<file path="src/ascic_pkg.sv">
package ascic_pkg;

   // synchronization command codes
   typedef enum logic [1:0] {
      SYNC_NONE  = 2'h0,   // no action
      SYNC_RESET = 2'h1,   // reset the converters and update now
      SYNC_IC    = 2'h2,   // update at next instantaneous edge
      SYNC_AC    = 2'h3    // update at next accumulated edge
   } ascic_sync_t;

   // chopper modes
   typedef enum logic [1:0] {
      CHOP_OFF  = 2'h0,
      CHOP_FAST = 2'h1,
      CHOP_SLOW = 2'h2,
      CHOP_SW   = 2'h3
   } ascic_chop_t;

   // main sequencer states, one-hot
   typedef enum logic [2:0] {
      ST_OFF  = 3'h1,      // both converters disabled
      ST_INIT = 3'h2,      // start-up initialization
      ST_RUN  = 3'h4       // converting
   } ascic_state_t;

   // sampling clock select codes
   localparam logic CLK_PLL = 1'h0;   // 512 kHz pll
   localparam logic CLK_RC  = 1'h1;   // 128 kHz slow rc

   // timing, in converter clock ticks
   localparam logic [5:0] INIT_TICKS     = 6'h23;   // 35, inside 30..40
   localparam logic [9:0] CLK_LEAD_TICKS = 10'h023; // 35 before edge
   localparam logic [1:0] SETTLE_CONV    = 2'h2;    // settling results
   localparam logic [9:0] IC_BASE_TICKS  = 10'h040; // ic length, dec 0
   localparam logic [5:0] AC_BASE_RATIO  = 6'h04;   // ics per ac, dec 0

   // voltage converter channel codes
   localparam logic [2:0] VCH_THERM_A = 3'h0;
   localparam logic [2:0] VCH_THERM_B = 3'h1;
   localparam logic [2:0] VCH_DIAG    = 3'h6;       // half reference

   // interrupt source positions
   localparam int IRQ_V_IC  = 0;
   localparam int IRQ_V_AC  = 1;
   localparam int IRQ_C_IC  = 2;
   localparam int IRQ_C_AC  = 3;
   localparam int IRQ_C_RCD = 4;
   localparam int IRQ_COUNT = 5;

   // converter configuration as written by software
   typedef struct packed {
      logic        v_en;      // voltage_converter_enable
      logic        c_en;      // current_converter_enable
      ascic_chop_t chop;      // chopper mode
      logic        pol_sel;   // software chopper polarity
      logic        clk_sel;   // sampling_clock_select
      logic [1:0]  ic_dec;    // instantaneous decimation
      logic [1:0]  ac_dec;    // accumulated decimation
      logic [1:0]  c_gain;    // current input gain
      logic        c_diag;    // current diagnosis channel
      logic [2:0]  v_chan;    // voltage channel
      logic        therm_shared; // shared divider thermistors
      logic [1:0]  v_pullup;  // voltage_pin_pullup_diag
      logic [1:0]  c_pullup;  // current_pin_pullup_diag
   } ascic_cfg_t;

   localparam ascic_cfg_t CFG_RESET = '0;

endpackage : ascic_pkg

</file>
<file path="src/ascic_ctrl.sv">
`timescale 1ns/1ps

// Function
// - first result waits an initialization period
// - immediate update also waits initialization
// - auto chopper hides settling results
// - enable, decimation, polarity, clock, leaving auto chopper settle
// - current gain change needs settling
// - voltage channel change needs settling
// - settling lasts two conversions
// - clock select applied through sync path
// - pll kept running while selected and a converter is enabled
// - clock change applied 35 ticks early
// - five individually enabled interrupt sources
// - ic, ac and detection interrupts
// - comparator mode keeps completion interrupts
// - other thermistor input switched to ground
// - diagnosis channels for both converters
// - diagnosis pull-up fields drive pin pull-ups
// - sync command code table
// - busy flag while update pending
module ascic_ctrl (
   input  wire logic                  mclk,
   input  wire logic                  sys_rst,
   input  wire logic                  adc_tick,
   input  wire ascic_pkg::ascic_cfg_t cfg_write,
   input  wire logic [1:0]            sync_command,
   input  wire logic                  sync_command_write,
   input  wire logic [4:0]            irq_enable,
   input  wire logic                  rc_comparator_enable,
   input  wire logic                  rc_detect,
   output logic                       sync_busy_flag,
   output logic [1:0]                 sync_command_state,
   output ascic_pkg::ascic_cfg_t      cfg_applied,
   output logic                       sampling_clock_select,
   output logic                       pll_keep_running,
   output logic                       converter_reset,
   output logic                       v_ic_valid,
   output logic                       v_ac_valid,
   output logic                       c_ic_valid,
   output logic                       c_ac_valid,
   output logic [4:0]                 adc_irq,
   output logic                       thermistor_a_to_ground,
   output logic                       thermistor_b_to_ground,
   output logic                       voltage_diag_select,
   output logic                       current_diag_select,
   output logic [1:0]                 voltage_pin_pullup_diag,
   output logic [1:0]                 current_pin_pullup_diag
);

   // whole state of the controller
   typedef struct packed {
      ascic_pkg::ascic_state_t state;   // sequencer state
      ascic_pkg::ascic_cfg_t   shadow;  // settings held for update
      ascic_pkg::ascic_cfg_t   active;  // settings in use
      logic                    busy;    // update pending
      ascic_pkg::ascic_sync_t  cmd;     // pending command
      logic                    armed;   // edge update committed
      logic [5:0]              init_cnt;
      logic [9:0]              ic_cnt;  // ticks inside an ic
      logic [5:0]              ac_cnt;  // ics inside an ac
      logic [4:0]              irq;     // interrupt pulses
      logic                    clk_sel; // applied sampling clock
      logic                    pll_keep;
      logic                    conv_rst;
      logic                    gnd_a;
      logic                    gnd_b;
      logic                    v_diag;
      logic                    c_diag;
   } ascic_main_t;

   ascic_main_t st;        // registered state
   ascic_main_t next_st;   // next state

   logic [9:0] ic_len;     // ticks per instantaneous conversion
   logic [5:0] ac_ratio;   // instantaneous per accumulated
   logic       ic_last;    // last tick of an instantaneous conversion
   logic       ic_edge;    // instantaneous conversion completes
   logic       ac_edge;    // accumulated conversion completes
   logic       lead_ic;    // lead point ahead of next ic edge
   logic       lead_ac;    // lead point ahead of next ac edge
   logic       both_off;   // both converters disabled now
   logic       apply;      // shadow settings take effect
   logic       v_restart;  // voltage converter must settle
   logic       c_restart;  // current converter must settle

   // conversion lengths follow the active decimation
   assign ic_len   = ascic_pkg::IC_BASE_TICKS << st.active.ic_dec;
   assign ac_ratio = ascic_pkg::AC_BASE_RATIO << st.active.ac_dec;
   // conversion edges, only while running
   assign ic_last = adc_tick && (st.ic_cnt == ic_len - 10'h001);
   assign ic_edge = (st.state == ascic_pkg::ST_RUN) && ic_last;
   assign ac_edge = ic_edge && (st.ac_cnt == ac_ratio - 6'h01);
   // lead point; a command seen later waits one more edge
   assign lead_ic = (st.state == ascic_pkg::ST_RUN) && adc_tick
                    && (st.ic_cnt == ic_len - 10'h001
                        - ascic_pkg::CLK_LEAD_TICKS);
   assign lead_ac = lead_ic && (st.ac_cnt == ac_ratio - 6'h01);
   assign both_off = !st.active.v_en && !st.active.c_en;
   // when the pending update lands
   always_comb begin
      apply = 1'b0;
      if (st.busy) begin
         unique case (st.cmd)
            ascic_pkg::SYNC_RESET: apply = 1'b1;
            ascic_pkg::SYNC_IC:    apply = both_off || (st.armed && ic_edge);
            ascic_pkg::SYNC_AC:    apply = both_off || (st.armed && ac_edge);
            default:               apply = 1'b0;  // not reachable busy
         endcase
      end
   end

   // settling-relevant differences between old and new settings
   always_comb begin
      logic common;   // changes that hit both converters
      logic leave;    // leaving automatic chopper
      leave = (st.active.chop == ascic_pkg::CHOP_FAST
               || st.active.chop == ascic_pkg::CHOP_SLOW)
              && st.shadow.chop != st.active.chop;
      // dec, polarity and clock changes, leaving auto chopper, reset command
      common = (st.shadow.ic_dec != st.active.ic_dec)
               || (st.shadow.ac_dec != st.active.ac_dec)
               || (st.shadow.pol_sel != st.active.pol_sel)
               || (st.shadow.clk_sel != st.active.clk_sel)
               || leave
               || (st.cmd == ascic_pkg::SYNC_RESET);
      // enabling, plus channel change for voltage
      v_restart = apply && st.shadow.v_en
                  && (!st.active.v_en || common
                      || st.shadow.v_chan != st.active.v_chan);
      // enabling, plus gain or diagnosis channel change for current
      c_restart = apply && st.shadow.c_en
                  && (!st.active.c_en || common
                      || st.shadow.c_gain != st.active.c_gain
                      || st.shadow.c_diag != st.active.c_diag);
   end

   // sequencer, sync path and derived outputs
   always_comb begin
      next_st = st;
      next_st.conv_rst = 1'b0;
      next_st.irq = '0;
      // command taken only while idle and not a no-op
      if (sync_command_write && !st.busy
          && sync_command != ascic_pkg::SYNC_NONE) begin
         next_st.busy = 1'b1;
         next_st.cmd = ascic_pkg::ascic_sync_t'(sync_command);
         next_st.shadow = cfg_write;   // buffers locked while busy
      end

      // commit an edge update at the lead point
      if (st.busy && !st.armed
          && ((st.cmd == ascic_pkg::SYNC_IC && lead_ic)
              || (st.cmd == ascic_pkg::SYNC_AC && lead_ac))) begin
         next_st.armed = 1'b1;
         next_st.clk_sel = st.shadow.clk_sel;  // ongoing one stretches
      end

      // sequencer counters
      unique case (st.state)
         ascic_pkg::ST_OFF: begin
            next_st.ic_cnt = '0;
            next_st.ac_cnt = '0;
         end
         ascic_pkg::ST_INIT: begin
            // extra start-up period before conversions run
            if (adc_tick) begin
               if (st.init_cnt == ascic_pkg::INIT_TICKS - 6'h01) begin
                  next_st.state = ascic_pkg::ST_RUN;
               end else begin
                  next_st.init_cnt = st.init_cnt + 6'h01;
               end
            end
         end
         ascic_pkg::ST_RUN: begin
            if (ic_last) begin
               next_st.ic_cnt = '0;
               next_st.ac_cnt = ac_edge ? 6'h00 : st.ac_cnt + 6'h01;
            end else if (adc_tick) begin
               next_st.ic_cnt = st.ic_cnt + 10'h001;
            end
         end
         default: begin
            next_st.state = ascic_pkg::ST_OFF;  // illegal code recovers
         end
      endcase
      // update lands; busy and command clear together
      if (apply) begin
         next_st.active = st.shadow;
         next_st.clk_sel = st.shadow.clk_sel;
         next_st.busy = 1'b0;
         next_st.cmd = ascic_pkg::SYNC_NONE;
         next_st.armed = 1'b0;
         if (!st.shadow.v_en && !st.shadow.c_en) begin
            next_st.state = ascic_pkg::ST_OFF;
         end else if (st.cmd == ascic_pkg::SYNC_RESET || both_off) begin
            // same start-up wait as from fully off
            next_st.state = ascic_pkg::ST_INIT;
            next_st.init_cnt = '0;
            next_st.ic_cnt = '0;
            next_st.ac_cnt = '0;
            next_st.conv_rst = (st.cmd == ascic_pkg::SYNC_RESET);
         end
      end
      // five sources, each gated by its own enable
      next_st.irq[ascic_pkg::IRQ_V_IC] = v_ic_valid
                                         && irq_enable[ascic_pkg::IRQ_V_IC];
      next_st.irq[ascic_pkg::IRQ_V_AC] = v_ac_valid
                                         && irq_enable[ascic_pkg::IRQ_V_AC];
      // comparator mode does not mask completions
      next_st.irq[ascic_pkg::IRQ_C_IC] = c_ic_valid
                                         && irq_enable[ascic_pkg::IRQ_C_IC];
      next_st.irq[ascic_pkg::IRQ_C_AC] = c_ac_valid
                                         && irq_enable[ascic_pkg::IRQ_C_AC];
      next_st.irq[ascic_pkg::IRQ_C_RCD] = rc_detect && rc_comparator_enable
                                          && st.active.c_en
                                          && irq_enable[ascic_pkg::IRQ_C_RCD];

      // pll held on while it clocks an enabled converter
      next_st.pll_keep = (next_st.clk_sel == ascic_pkg::CLK_PLL)
                         && (next_st.active.v_en || next_st.active.c_en);

      // shared divider: ground the thermistor not measured
      next_st.gnd_a = next_st.active.v_en && next_st.active.therm_shared
                      && next_st.active.v_chan == ascic_pkg::VCH_THERM_B;
      next_st.gnd_b = next_st.active.v_en && next_st.active.therm_shared
                      && next_st.active.v_chan == ascic_pkg::VCH_THERM_A;
      // diagnosis inputs
      next_st.v_diag = next_st.active.v_en
                       && next_st.active.v_chan == ascic_pkg::VCH_DIAG;
      next_st.c_diag = next_st.active.c_en && next_st.active.c_diag;
   end

   // state register
   always_ff @(posedge mclk or posedge sys_rst) begin
      if (sys_rst) begin
         st <= '{state: ascic_pkg::ST_OFF,
                 shadow: ascic_pkg::CFG_RESET,
                 active: ascic_pkg::CFG_RESET,
                 cmd: ascic_pkg::SYNC_NONE,
                 default: '0};
      end else begin
         st <= next_st;
      end
   end

   // voltage converter result qualifier
   ascic_settle u_v_settle (
      .mclk      (mclk),
      .sys_rst   (sys_rst),
      .restart   (v_restart),
      .auto_mode (st.shadow.chop == ascic_pkg::CHOP_FAST
                  || st.shadow.chop == ascic_pkg::CHOP_SLOW),
      .enabled   (st.active.v_en),
      .ic_edge   (ic_edge),
      .ac_edge   (ac_edge),
      .ic_valid  (v_ic_valid),
      .ac_valid  (v_ac_valid)
   );

   // current converter result qualifier
   ascic_settle u_c_settle (
      .mclk      (mclk),
      .sys_rst   (sys_rst),
      .restart   (c_restart),
      .auto_mode (st.shadow.chop == ascic_pkg::CHOP_FAST
                  || st.shadow.chop == ascic_pkg::CHOP_SLOW),
      .enabled   (st.active.c_en),
      .ic_edge   (ic_edge),
      .ac_edge   (ac_edge),
      .ic_valid  (c_ic_valid),
      .ac_valid  (c_ac_valid)
   );

   // outputs, all from flip-flops
   assign sync_busy_flag          = st.busy;
   assign sync_command_state      = st.cmd;
   assign cfg_applied             = st.active;
   assign sampling_clock_select   = st.clk_sel;
   assign pll_keep_running        = st.pll_keep;
   assign converter_reset         = st.conv_rst;
   assign adc_irq                 = st.irq;
   assign thermistor_a_to_ground  = st.gnd_a;
   assign thermistor_b_to_ground  = st.gnd_b;
   assign voltage_diag_select     = st.v_diag;
   assign current_diag_select     = st.c_diag;
   // pull-ups follow the applied diagnosis fields
   assign voltage_pin_pullup_diag = st.active.v_pullup;
   assign current_pin_pullup_diag = st.active.c_pullup;
endmodule : ascic_ctrl

</file>
<file path="src/ascic_settle.sv">
`timescale 1ns/1ps

// result qualifier for one converter: hides the settling results
module ascic_settle (
   input  wire logic mclk,
   input  wire logic sys_rst,
   input  wire logic restart,    // settling-relevant change applied
   input  wire logic auto_mode,  // automatic fast or slow chopper
   input  wire logic enabled,    // converter enabled
   input  wire logic ic_edge,    // instantaneous conversion edge
   input  wire logic ac_edge,    // accumulated conversion edge
   output logic      ic_valid,   // instantaneous result valid pulse
   output logic      ac_valid    // accumulated result valid pulse
);

   // whole state of the qualifier
   typedef struct packed {
      logic [1:0] ic_skip;
      logic [1:0] ac_skip;
      logic       ic_valid;
      logic       ac_valid;
   } ascic_settle_t;

   ascic_settle_t st;       // registered state
   ascic_settle_t next_st;  // next state

   // skip counts load on restart, decrement on each edge
   always_comb begin
      next_st = st;
      next_st.ic_valid = 1'b0;
      next_st.ac_valid = 1'b0;
      if (restart) begin
         // only automatic modes settle in hardware
         next_st.ic_skip = auto_mode ? ascic_pkg::SETTLE_CONV : 2'h0;
         next_st.ac_skip = auto_mode ? ascic_pkg::SETTLE_CONV : 2'h0;
      end else begin
         if (ic_edge) begin
            if (st.ic_skip != 2'h0) begin
               next_st.ic_skip = st.ic_skip - 2'h1; // discarded
            end else begin
               next_st.ic_valid = enabled;
            end
         end
         if (ac_edge) begin
            if (st.ac_skip != 2'h0) begin
               next_st.ac_skip = st.ac_skip - 2'h1; // discarded
            end else begin
               next_st.ac_valid = enabled;
            end
         end
      end
   end

   // state register
   always_ff @(posedge mclk or posedge sys_rst) begin
      if (sys_rst) begin
         st <= '0;
      end else begin
         st <= next_st;
      end
   end

   assign ic_valid = st.ic_valid;
   assign ac_valid = st.ac_valid;
endmodule : ascic_settle

</file>
<file path="config.mk">
export PLATFORM = sky130hd
export DESIGN_NAME = ascic_ctrl
export DESIGN_NICKNAME = d
export VERILOG_FILES = /design/src/ascic_pkg.sv /design/src/ascic_ctrl.sv /design/src/ascic_settle.sv
export SDC_FILE = /design/constraint.sdc
export NUM_CORES = 1
export LEC_CHECK = 0
export CAP_MARGIN = 40
export CORE_MARGIN = 2
export CORE_UTILIZATION = 45
export CTS_CLUSTER_DIAMETER = 80
export DETAILED_ROUTE_END_ITERATION = 10
export DONT_BUFFER_PORTS = 1
export PLACE_DENSITY_LB_ADDON = 0.2
export SETUP_SLACK_MARGIN = 0.02
export SLEW_MARGIN = 10
export SYNTH_ARGS = -nofsm -noshare
export SYNTH_HDL_FRONTEND = slang
export SYNTH_SLANG_ARGS = --single-unit
</file>
<file path="constraint.sdc">
create_clock -name mclk -period 8.3 [get_ports mclk]
set_input_delay 1.66 -clock mclk [delete_from_list [all_inputs] [get_ports mclk]]
set_output_delay 1.66 -clock mclk [all_outputs]
set_load 0.05 [all_outputs]
</file>
# --- Word level (Yosys, flattened, before mapping) ---
# Cells that the tools add are included.
word_totals:
  inputBits: 34
  word_cells: 211
  register_bits: 95
op_classes:
  bitwise: 1
  shift: 2
  addsub: 10
  n_eq_ne: 24
  reduce_logical: 78
  n_mux: 47
ops:
  columns: ["operator", "n"]
  rows:
  - ["$mux W47", 1]
  - ["$mux W22", 2]
  - ["$logic_and A1 B1 Y1", 34]
  - ["$pmux W16 S2", 1]
  - ["$mux W6", 5]
  - ["$reduce_bool A2 Y1", 15]
  - ["$mux W2", 11]
  - ["$eq A10 B10 Y1", 2]
  - ["$mux W10", 2]
  - ["$mux W3", 6]
  - ["$logic_or A1 B1 Y1", 17]
  - ["$mux W1", 15]
  - ["$add A6 B1 Y6 const B", 2]
  - ["$add A10 B1 Y10 const B", 1]
  - ["$shl A7 B2 Y10 const A", 1]
  - ["$sub A10 B1 Y10 const B", 1]
  - ["$sub A10 B6 Y10 const B", 1]
  - ["$eq A2 B2 Y1 const B", 4]
  - ["$mux W4", 2]
  - ["$ne A2 B2 Y1", 4]
  - ["$reduce_and A2 Y1", 4]
  - ["$sub A2 B1 Y2 const B", 4]
  - ["$eq A2 B1 Y1 const B", 3]
  - ["$eq A3 B1 Y1 const B", 2]
  - ["14 further kinds", 22]

# --- Logic depth before layout (Yosys ltp) ---
# Gate-level depths: netlist of the first run.
depth:
  ltp_word: 14
  mapped_depth: 9
  ltp_nobuf: 8

# --- Modules after synthesis ---
# Synthesis of the first run repeated with hierarchy kept, for this count alone.
hier_totals:
  hier_cells: 455
  hier_area_um2: 4898.4
modules_own_cells:
  columns: ["mod", "n_inst", "area_per_inst_um2", "cells_per_inst"]
  rows:
  - ["ascic_ctrl", 1, 4250.3, 397]
  - ["ascic_settle", 2, 324.1, 29]

# --- Worst setup path before layout of the first run ---
# OpenSTA, ideal clock, no wires.
synth_timing:
  kind: "input port to flip-flop"
  startpoint: "input adc_tick"
  endpoint: "register st, in the netlist sampling_clock_select"
  slack_ps: 4285
  n_path_buf: 2
  t_required_ps: 8173
  t_arrival_ps: 3887
  path_stages: 8
  setup_ps: 127
  path_cell_list: "clkbuf_1 nand4_1 or3_4 a211o_1 a221o_2 buf_6 nand2_2 mux2_1"
synth_rtl:
  columns: ["item", "line", "text"]
  rows:
  - ["start: declaration", "ascic_ctrl.sv:25", "input wire logic adc_tick,"]
  - ["end signal: assignment", "ascic_ctrl.sv:237", "st <= '{state: ascic_pkg::ST_OFF,"]
  - ["end signal: assignment", "ascic_ctrl.sv:243", "st <= next_st;"]
  - ["end: declaration", "ascic_ctrl.sv:72", "ascic_main_t st;"]

==> results of run 1 <==
-- path summary, 6_finish.rpt --
path,startpoint,to,slack (ns)
setup / recovery,adc_tick,sampling_clock_select$_DFF_PP0_,4.51
hold / removal,st[17]$_DFF_PP0_,st[17]$_DFF_PP0_,0.49
setup reg to reg,st[81]$_DFF_PP0_,sampling_clock_select$_DFF_PP0_,5.06
hold reg to reg,st[17]$_DFF_PP0_,st[17]$_DFF_PP0_,0.49
max in group asynchronous,sys_rst,u_v_settle.st[4]$_DFFE_PP0P_,6.03
min in group asynchronous,sys_rst,converter_reset$_DFF_PP0_,1.19
-- cells in the final DEF, fill, tap and decap left out, drive strengths merged, types with 10 or more instances in the layout --
cell type	netlist	layout
nor2	32	32
xor2	10	10
dfrtp	94	94
buf	37	11
inv	18	19
nand4	12	12
a21oi	13	13
clkbuf	8	11
o21ai	23	23
mux2	47	47
nand3	10	10
xnor2	14	14
nand2	27	27
-- state kept, by name, summed over array words and instances, names as in the netlist, 2 cells and up --
signal / cells
u_c_settle.st: 4
voltage_pin_pullup_diag: 2
st: 47
u_v_settle.st: 4
cfg_applied: 17
adc_irq: 5
sync_command_state: 2
current_pin_pullup_diag: 2
-- power groups by stage --
| stage | sequential [W] | combinational, W | clock, W |
|---|---|---|---|
| floorplan | 0.000746 | 0.000728 | 0 |
| global placement | 0.00103 | 0.000460 | 0 |
| detailed placement | 0.000977 | 0.000600 | 0 |
| CTS | 0.000967 | 0.000602 | 0.000357 |
| global route | 0.000991 | 0.000651 | 0.000374 |
| finish | 0.000964 | 0.000594 | 0.000347 |
-- metrics by stage --
stage	cells	total power [W]
after floorplan	445	0.00147
after global placement	543	0.00149
after detailed placement	551	0.00158
after CTS	567	0.00193
after global routing	567	0.00202
final	567	0.00190
-- logic make-up after synthesis --
group	synth area share, %
multiplexers	13.1
AND/OR/NAND/NOR	15.1
XOR/XNOR	4.25
buffers and inverters	7.97
AO/OA/AOI/OAI	9.23
adder cells (fa/ha/maj)	2.28
flip-flops	48.1
-- area by class of cell --
class                           instances  area (um^2)
Fill cell                             973         5620
Sequential cell                        95         2380
Multi-Input combinational cell        287         2180
Tap cell                              140          175
Timing Repair Buffer                   11          148
Clock buffer                           11          141
Clock inverter                          5         78.8
Inverter                               18         70.1
-- routing by layer --
metal / up-vias / part of all wire [%] / GRT usage (%) / wire, um
li1: 1491 / - / - / -
met5: - / 0 / 0 / 0
met2: 74 / 47 / 28.4 / 4700
met1: 1595 / 45 / 23.7 / 4480
met3: 13 / 6.4 / 5.44 / 640
met4: 0 / 2.4 / 9.07 / 242
==> impl_metrics.env, run 1 <==
export IMPL_powerDensity_mw_per_mm2=368
export IMPL_p_comb_share_pct=31.2
export IMPL_cts_max_level=3
export IMPL_ios=78
export IMPL_die_area_mm2=0.0118
export IMPL_drive_above_1_share_pct=18.7
export IMPL_hold_violations=0
export IMPL_crit_path_end_kind="register"
export IMPL_grt_antenna_before_repair=0
export IMPL_antenna_cells=0
export IMPL_crit_required_ns=8.57
export IMPL_core_area_mm2=0.0108
export IMPL_cts_buffer_depth=2
export IMPL_internal_power_w=0.00108
export IMPL_grt_pass1_vias=3206
export IMPL_initial_core_util_pct=45.8
export IMPL_p_sw_share_pct=43.1
export IMPL_synthTopCellsByCount="dfrtp_1 (94), buf_4 (32), nor2_1 (30)"
export IMPL_critPathMaxFanout=35
export IMPL_avgSynthCellArea_um2=11.1
export IMPL_cp_num_cells=7
export IMPL_clock_power_share_pct=18.2
export IMPL_synthCells=445
export IMPL_slowest_stage="a221o_2"
export IMPL_synth_seq_cells=95
export IMPL_criticalPathCategory="in -> reg"
export IMPL_grt_pass1_wl_um=16500
export IMPL_synth_edf_count=0
export IMPL_vias=3173
export IMPL_synth_top_area_share_pct=47.5
export IMPL_switchingPower_w=0.000821
export IMPL_ir_worst_vdd_uv=305
export IMPL_crit_buf_inv=1
export IMPL_post_dp_cell_area_mm2=0.00495
export IMPL_clock_sinks=95
export IMPL_arrival_ns=4.06
export IMPL_final_setup_tns_ns=0
export IMPL_cts_reportedPaths_clkPinSlew_ns=0.10
export IMPL_ys_seq_area_share_pct=48.1
export IMPL_finalNetCount=465
export IMPL_grt_overflow=0
export IMPL_dp_hpwl_um=7070
export IMPL_seq_power_share_pct=50.6
export IMPL_syn_to_final_growth_pct=4.48
export IMPL_gp_congestion=0.808
export IMPL_chipHeight_um=109
export IMPL_whs_path_depth=1
export IMPL_outcome="finished clean"
export IMPL_cts_hold_buffers=0
export IMPL_tightest_slew_ns=0.853
export IMPL_antenna_left=0
export IMPL_maxSlewHeadroom_pct=43.2
export IMPL_max_cap_viol_count=0
export IMPL_first_pass_iters=4
export IMPL_holdWs_ns=0.492
export IMPL_post_route_period_util_pct=45.7
export IMPL_via_per_inst=5.60
export IMPL_postSynth_asyncResetShare_pct=100
export IMPL_slew_violations=0
export IMPL_synth_fp_nets=488
export IMPL_fmax_ghz=0.264
export IMPL_syn_area_mm2=0.00495
export IMPL_place_ws_ns=4.11
export IMPL_rows=38
export IMPL_cts_root_buffer="clkbuf_8"
export IMPL_die_w_um=109
export IMPL_port_buffer_count=0
export IMPL_drtIter0Drc=123
export IMPL_grt_max_degree=55
export IMPL_period_minus_slack_ns=3.79
export IMPL_synth_main_ff_cell="dfrtp_1"
export IMPL_setup_violations=0
export IMPL_slowest_delay_ns=0.55
export IMPL_avgRoutedWirePerCell_um=17.7
export IMPL_synth_most_common_cell="dfrtp_1"
export IMPL_design_area_mm2=0.00517
export IMPL_cp_top_family="compound AO/OA/AOI/OAI gates"
export IMPL_yosysUniqueCellTypes=60
export IMPL_power_leakage_nw=2.24
export IMPL_drc=0
export IMPL_startpoint_type="primary input"
export IMPL_hp_class="reg -> reg"
export IMPL_skew_ns=0.0111
export IMPL_clk_latency_ns=0.38
export IMPL_grt_usage_pct=18.4
export IMPL_setup_slack_ns=4.51
export IMPL_post_cts_resized=0
export IMPL_ys_warnings_count=0
export IMPL_synth_area_leader_cell="dfrtp_1"
export IMPL_cts_buffers=9
export IMPL_cp_cell_sequence="nand4_1 > or3_4 > a211o_1 > a221o_2 > buf_4 > nand2_2 > mux2_1"
export IMPL_rsz0062_at_grt="false"
export IMPL_synth_area_leaders="dfrtp_1 (48%), mux2_4 (6.4%), mux2_2 (5.7%)"
export IMPL_cts_tree="done"
export IMPL_r2r_cells=7
export IMPL_routed_wl_um=10100
export IMPL_postLayoutCoreUtil_pct=47.9
export IMPL_post_cts_buffers=0
(Power assumes the default switching activity.)
==> run 2, diff against run 1 <==
Clock period 8.3 ns to 3.38 ns, I/O delays scaled along.
==> impl_metrics.env, run 2 (same netlist as run 1, synthesis figures left out) <==
export IMPL_met2_length_um=4890
export IMPL_routed_wl_um=10100
export IMPL_finalNetCount=479
export IMPL_crit_path_end_kind="register"
export IMPL_final_cells=581
export IMPL_r2r_start="st[81]$_DFF_PP0_"
export IMPL_switchingPower_w=0.00202
export IMPL_seq_power_share_pct=46.5
export IMPL_dr_max_layer_used="met4"
export IMPL_first_pass_iters=4
export IMPL_p_comb_share_pct=38.5
export IMPL_vias=3171
export IMPL_cts_root_buffer="clkbuf_8"
export IMPL_wl_met3_um=645
export IMPL_holdWs_ns=0.230
export IMPL_grt_max_degree=49
export IMPL_outcome="finished clean"
export IMPL_maxSlewHeadroom_pct=47.1
export IMPL_criticalPathCategory="reg -> reg"
export IMPL_slew_violations=0
export IMPL_rr_endpoint="cfg_applied[18]$_DFFE_PP0N_"
export IMPL_cts_buffers=9
export IMPL_syn_to_final_growth_pct=5.99
export IMPL_met1_length_um=4350
export IMPL_via_per_inst=5.46
export IMPL_arrival_ns=3.31
export IMPL_drtIter0Drc=134
export IMPL_final_cell_mix="dfrtp_1 (94), nor2_1 (29), nand2_1 (26), mux2_2 (25), mux2_4 (21)"
export IMPL_drc=0
export IMPL_post_dp_cell_area_mm2=0.00507
export IMPL_ios=78
export IMPL_power_leakage_nw=2.29
export IMPL_fmax_ghz=0.328
export IMPL_ir_worst_vdd_uv=535
export IMPL_post_cts_buffers=0
export IMPL_powerDensity_mw_per_mm2=877
export IMPL_post_cts_resized=0
export IMPL_antenna_left=0
export IMPL_drive_above_1_share_pct=21.8
export IMPL_crit_required_ns=3.65
export IMPL_cts_tree="done"
export IMPL_rsz0062_at_grt="false"
export IMPL_grt_pass1_wl_um=16700
export IMPL_post_route_period_util_pct=90.1
export IMPL_die_area_mm2=0.0118
export IMPL_layout_commonest_cell="dfrtp_1"
export IMPL_cts_reportedPaths_clkPinSlew_ns=0.09
export IMPL_design_area_mm2=0.00524
export IMPL_startpoint_type="register"
export IMPL_grt_antenna_before_repair=0
export IMPL_final_setup_tns_ns=0
export IMPL_cts_max_level=3
export IMPL_clk_latency_ns=0.38
export IMPL_clock_power_share_pct=15.0
export IMPL_p_sw_share_pct=43.9
export IMPL_grt_usage_pct=18.7
export IMPL_setup_violations=0
export IMPL_grt_pass1_vias=3194
export IMPL_die_w_um=109
export IMPL_max_cap_viol_count=0
export IMPL_largest_register="st"
export IMPL_tightest_slew_ns=0.794
export IMPL_fillers=956
export IMPL_period_minus_slack_ns=3.04
export IMPL_core_area_mm2=0.0108
export IMPL_cts_buffer_depth=2
export IMPL_port_buffer_count=0
export IMPL_hold_violations=0
export IMPL_avgRoutedWirePerCell_um=17.4
export IMPL_grt_overflow=0
export IMPL_skew_ns=0.00924
export IMPL_dp_hpwl_um=7380
export IMPL_clock_sinks=95
export IMPL_largest_reg_flops=47
export IMPL_cts_hold_buffers=0
export IMPL_placed_cells=565
export IMPL_chipHeight_um=109
export IMPL_gp_congestion=0.814
export IMPL_antenna_cells=0
export IMPL_r2r_cells=6
export IMPL_internal_power_w=0.00258
export IMPL_hp_class="in -> async"
export IMPL_initial_core_util_pct=45.8
export IMPL_critPathMaxFanout=27
export IMPL_rows=38
export IMPL_r2r_slack_ns=0.34
[run 2: layout make-up]
cell class / instances / area (um^2) / share of cell area [%]
clock buffer: 10 / 138 / 2.62
clock inverter: 6 / 36.3 / 0.692
inverter: 18 / 70.1 / 1.34
multi-input combinational: 287 / 2180 / 41.5
sequential: 95 / 2380 / 45.4
tap: 140 / 175 / 3.34
timing repair buffer: 25 / 269 / 5.13
[run 2: worst max path at each step]
stage | slack, ns | endpoint | depth (start not counted) | from
2_1_floorplan | 0.23 | adc_irq[0]$_DFF_PP0_ | 1 | sys_rst
3_3_place_gp | 0.40 | cfg_applied[13]$_DFFE_PP0N_ | 6 | st[81]$_DFF_PP0_
3_5_place_dp | 0.35 | cfg_applied[12]$_DFFE_PP0N_ | 6 | st[81]$_DFF_PP0_
4_1_cts | 0.33 | cfg_applied[12]$_DFFE_PP0N_ | 6 | st[81]$_DFF_PP0_
5_1_grt | 0.24 | cfg_applied[12]$_DFFE_PP0N_ | 6 | st[81]$_DFF_PP0_
6_report | 0.34 | cfg_applied[18]$_DFFE_PP0N_ | 6 | st[81]$_DFF_PP0_
[run 2: stage by stage]
stage	util, %	worst slack, ns	total power [W]
5_1_grt	48.6	0.243	0.00490
6_report	48.6	0.336	0.00460
4_1_cts	48.6	0.325	0.00466
2_1_floorplan	-	0.229	0.00362
3_5_place_dp	47.0	0.350	0.00396
3_3_place_gp	45.8	0.404	0.00376
[run 2: worst max-delay path, stage by stage, from the launching register on]
cell and delay, ns:
dfrtp_1 0.42, or3b_1 0.39, or3_4 0.41, a211o_1 0.39, a221o_2 0.73, buf_4 0.30
mux2_4 0.29
[run 2: power by group through the flow]
stage          sequential (W)  combinational [W]  clock, W
2_1_floorplan         0.00183            0.00179         0
3_3_place_gp          0.00232            0.00144         0
3_5_place_dp          0.00217            0.00179         0
4_1_cts               0.00215            0.00179  0.000722
5_1_grt               0.00221            0.00192  0.000770
6_report              0.00214            0.00177  0.000691
[run 2: per-layer routing]
metal,up-vias,global-route usage (%)
li1,1514,-
met1,1571,23.0
met2,70,29.8
met3,16,5.92
met4,0,9.34
met5,-,0
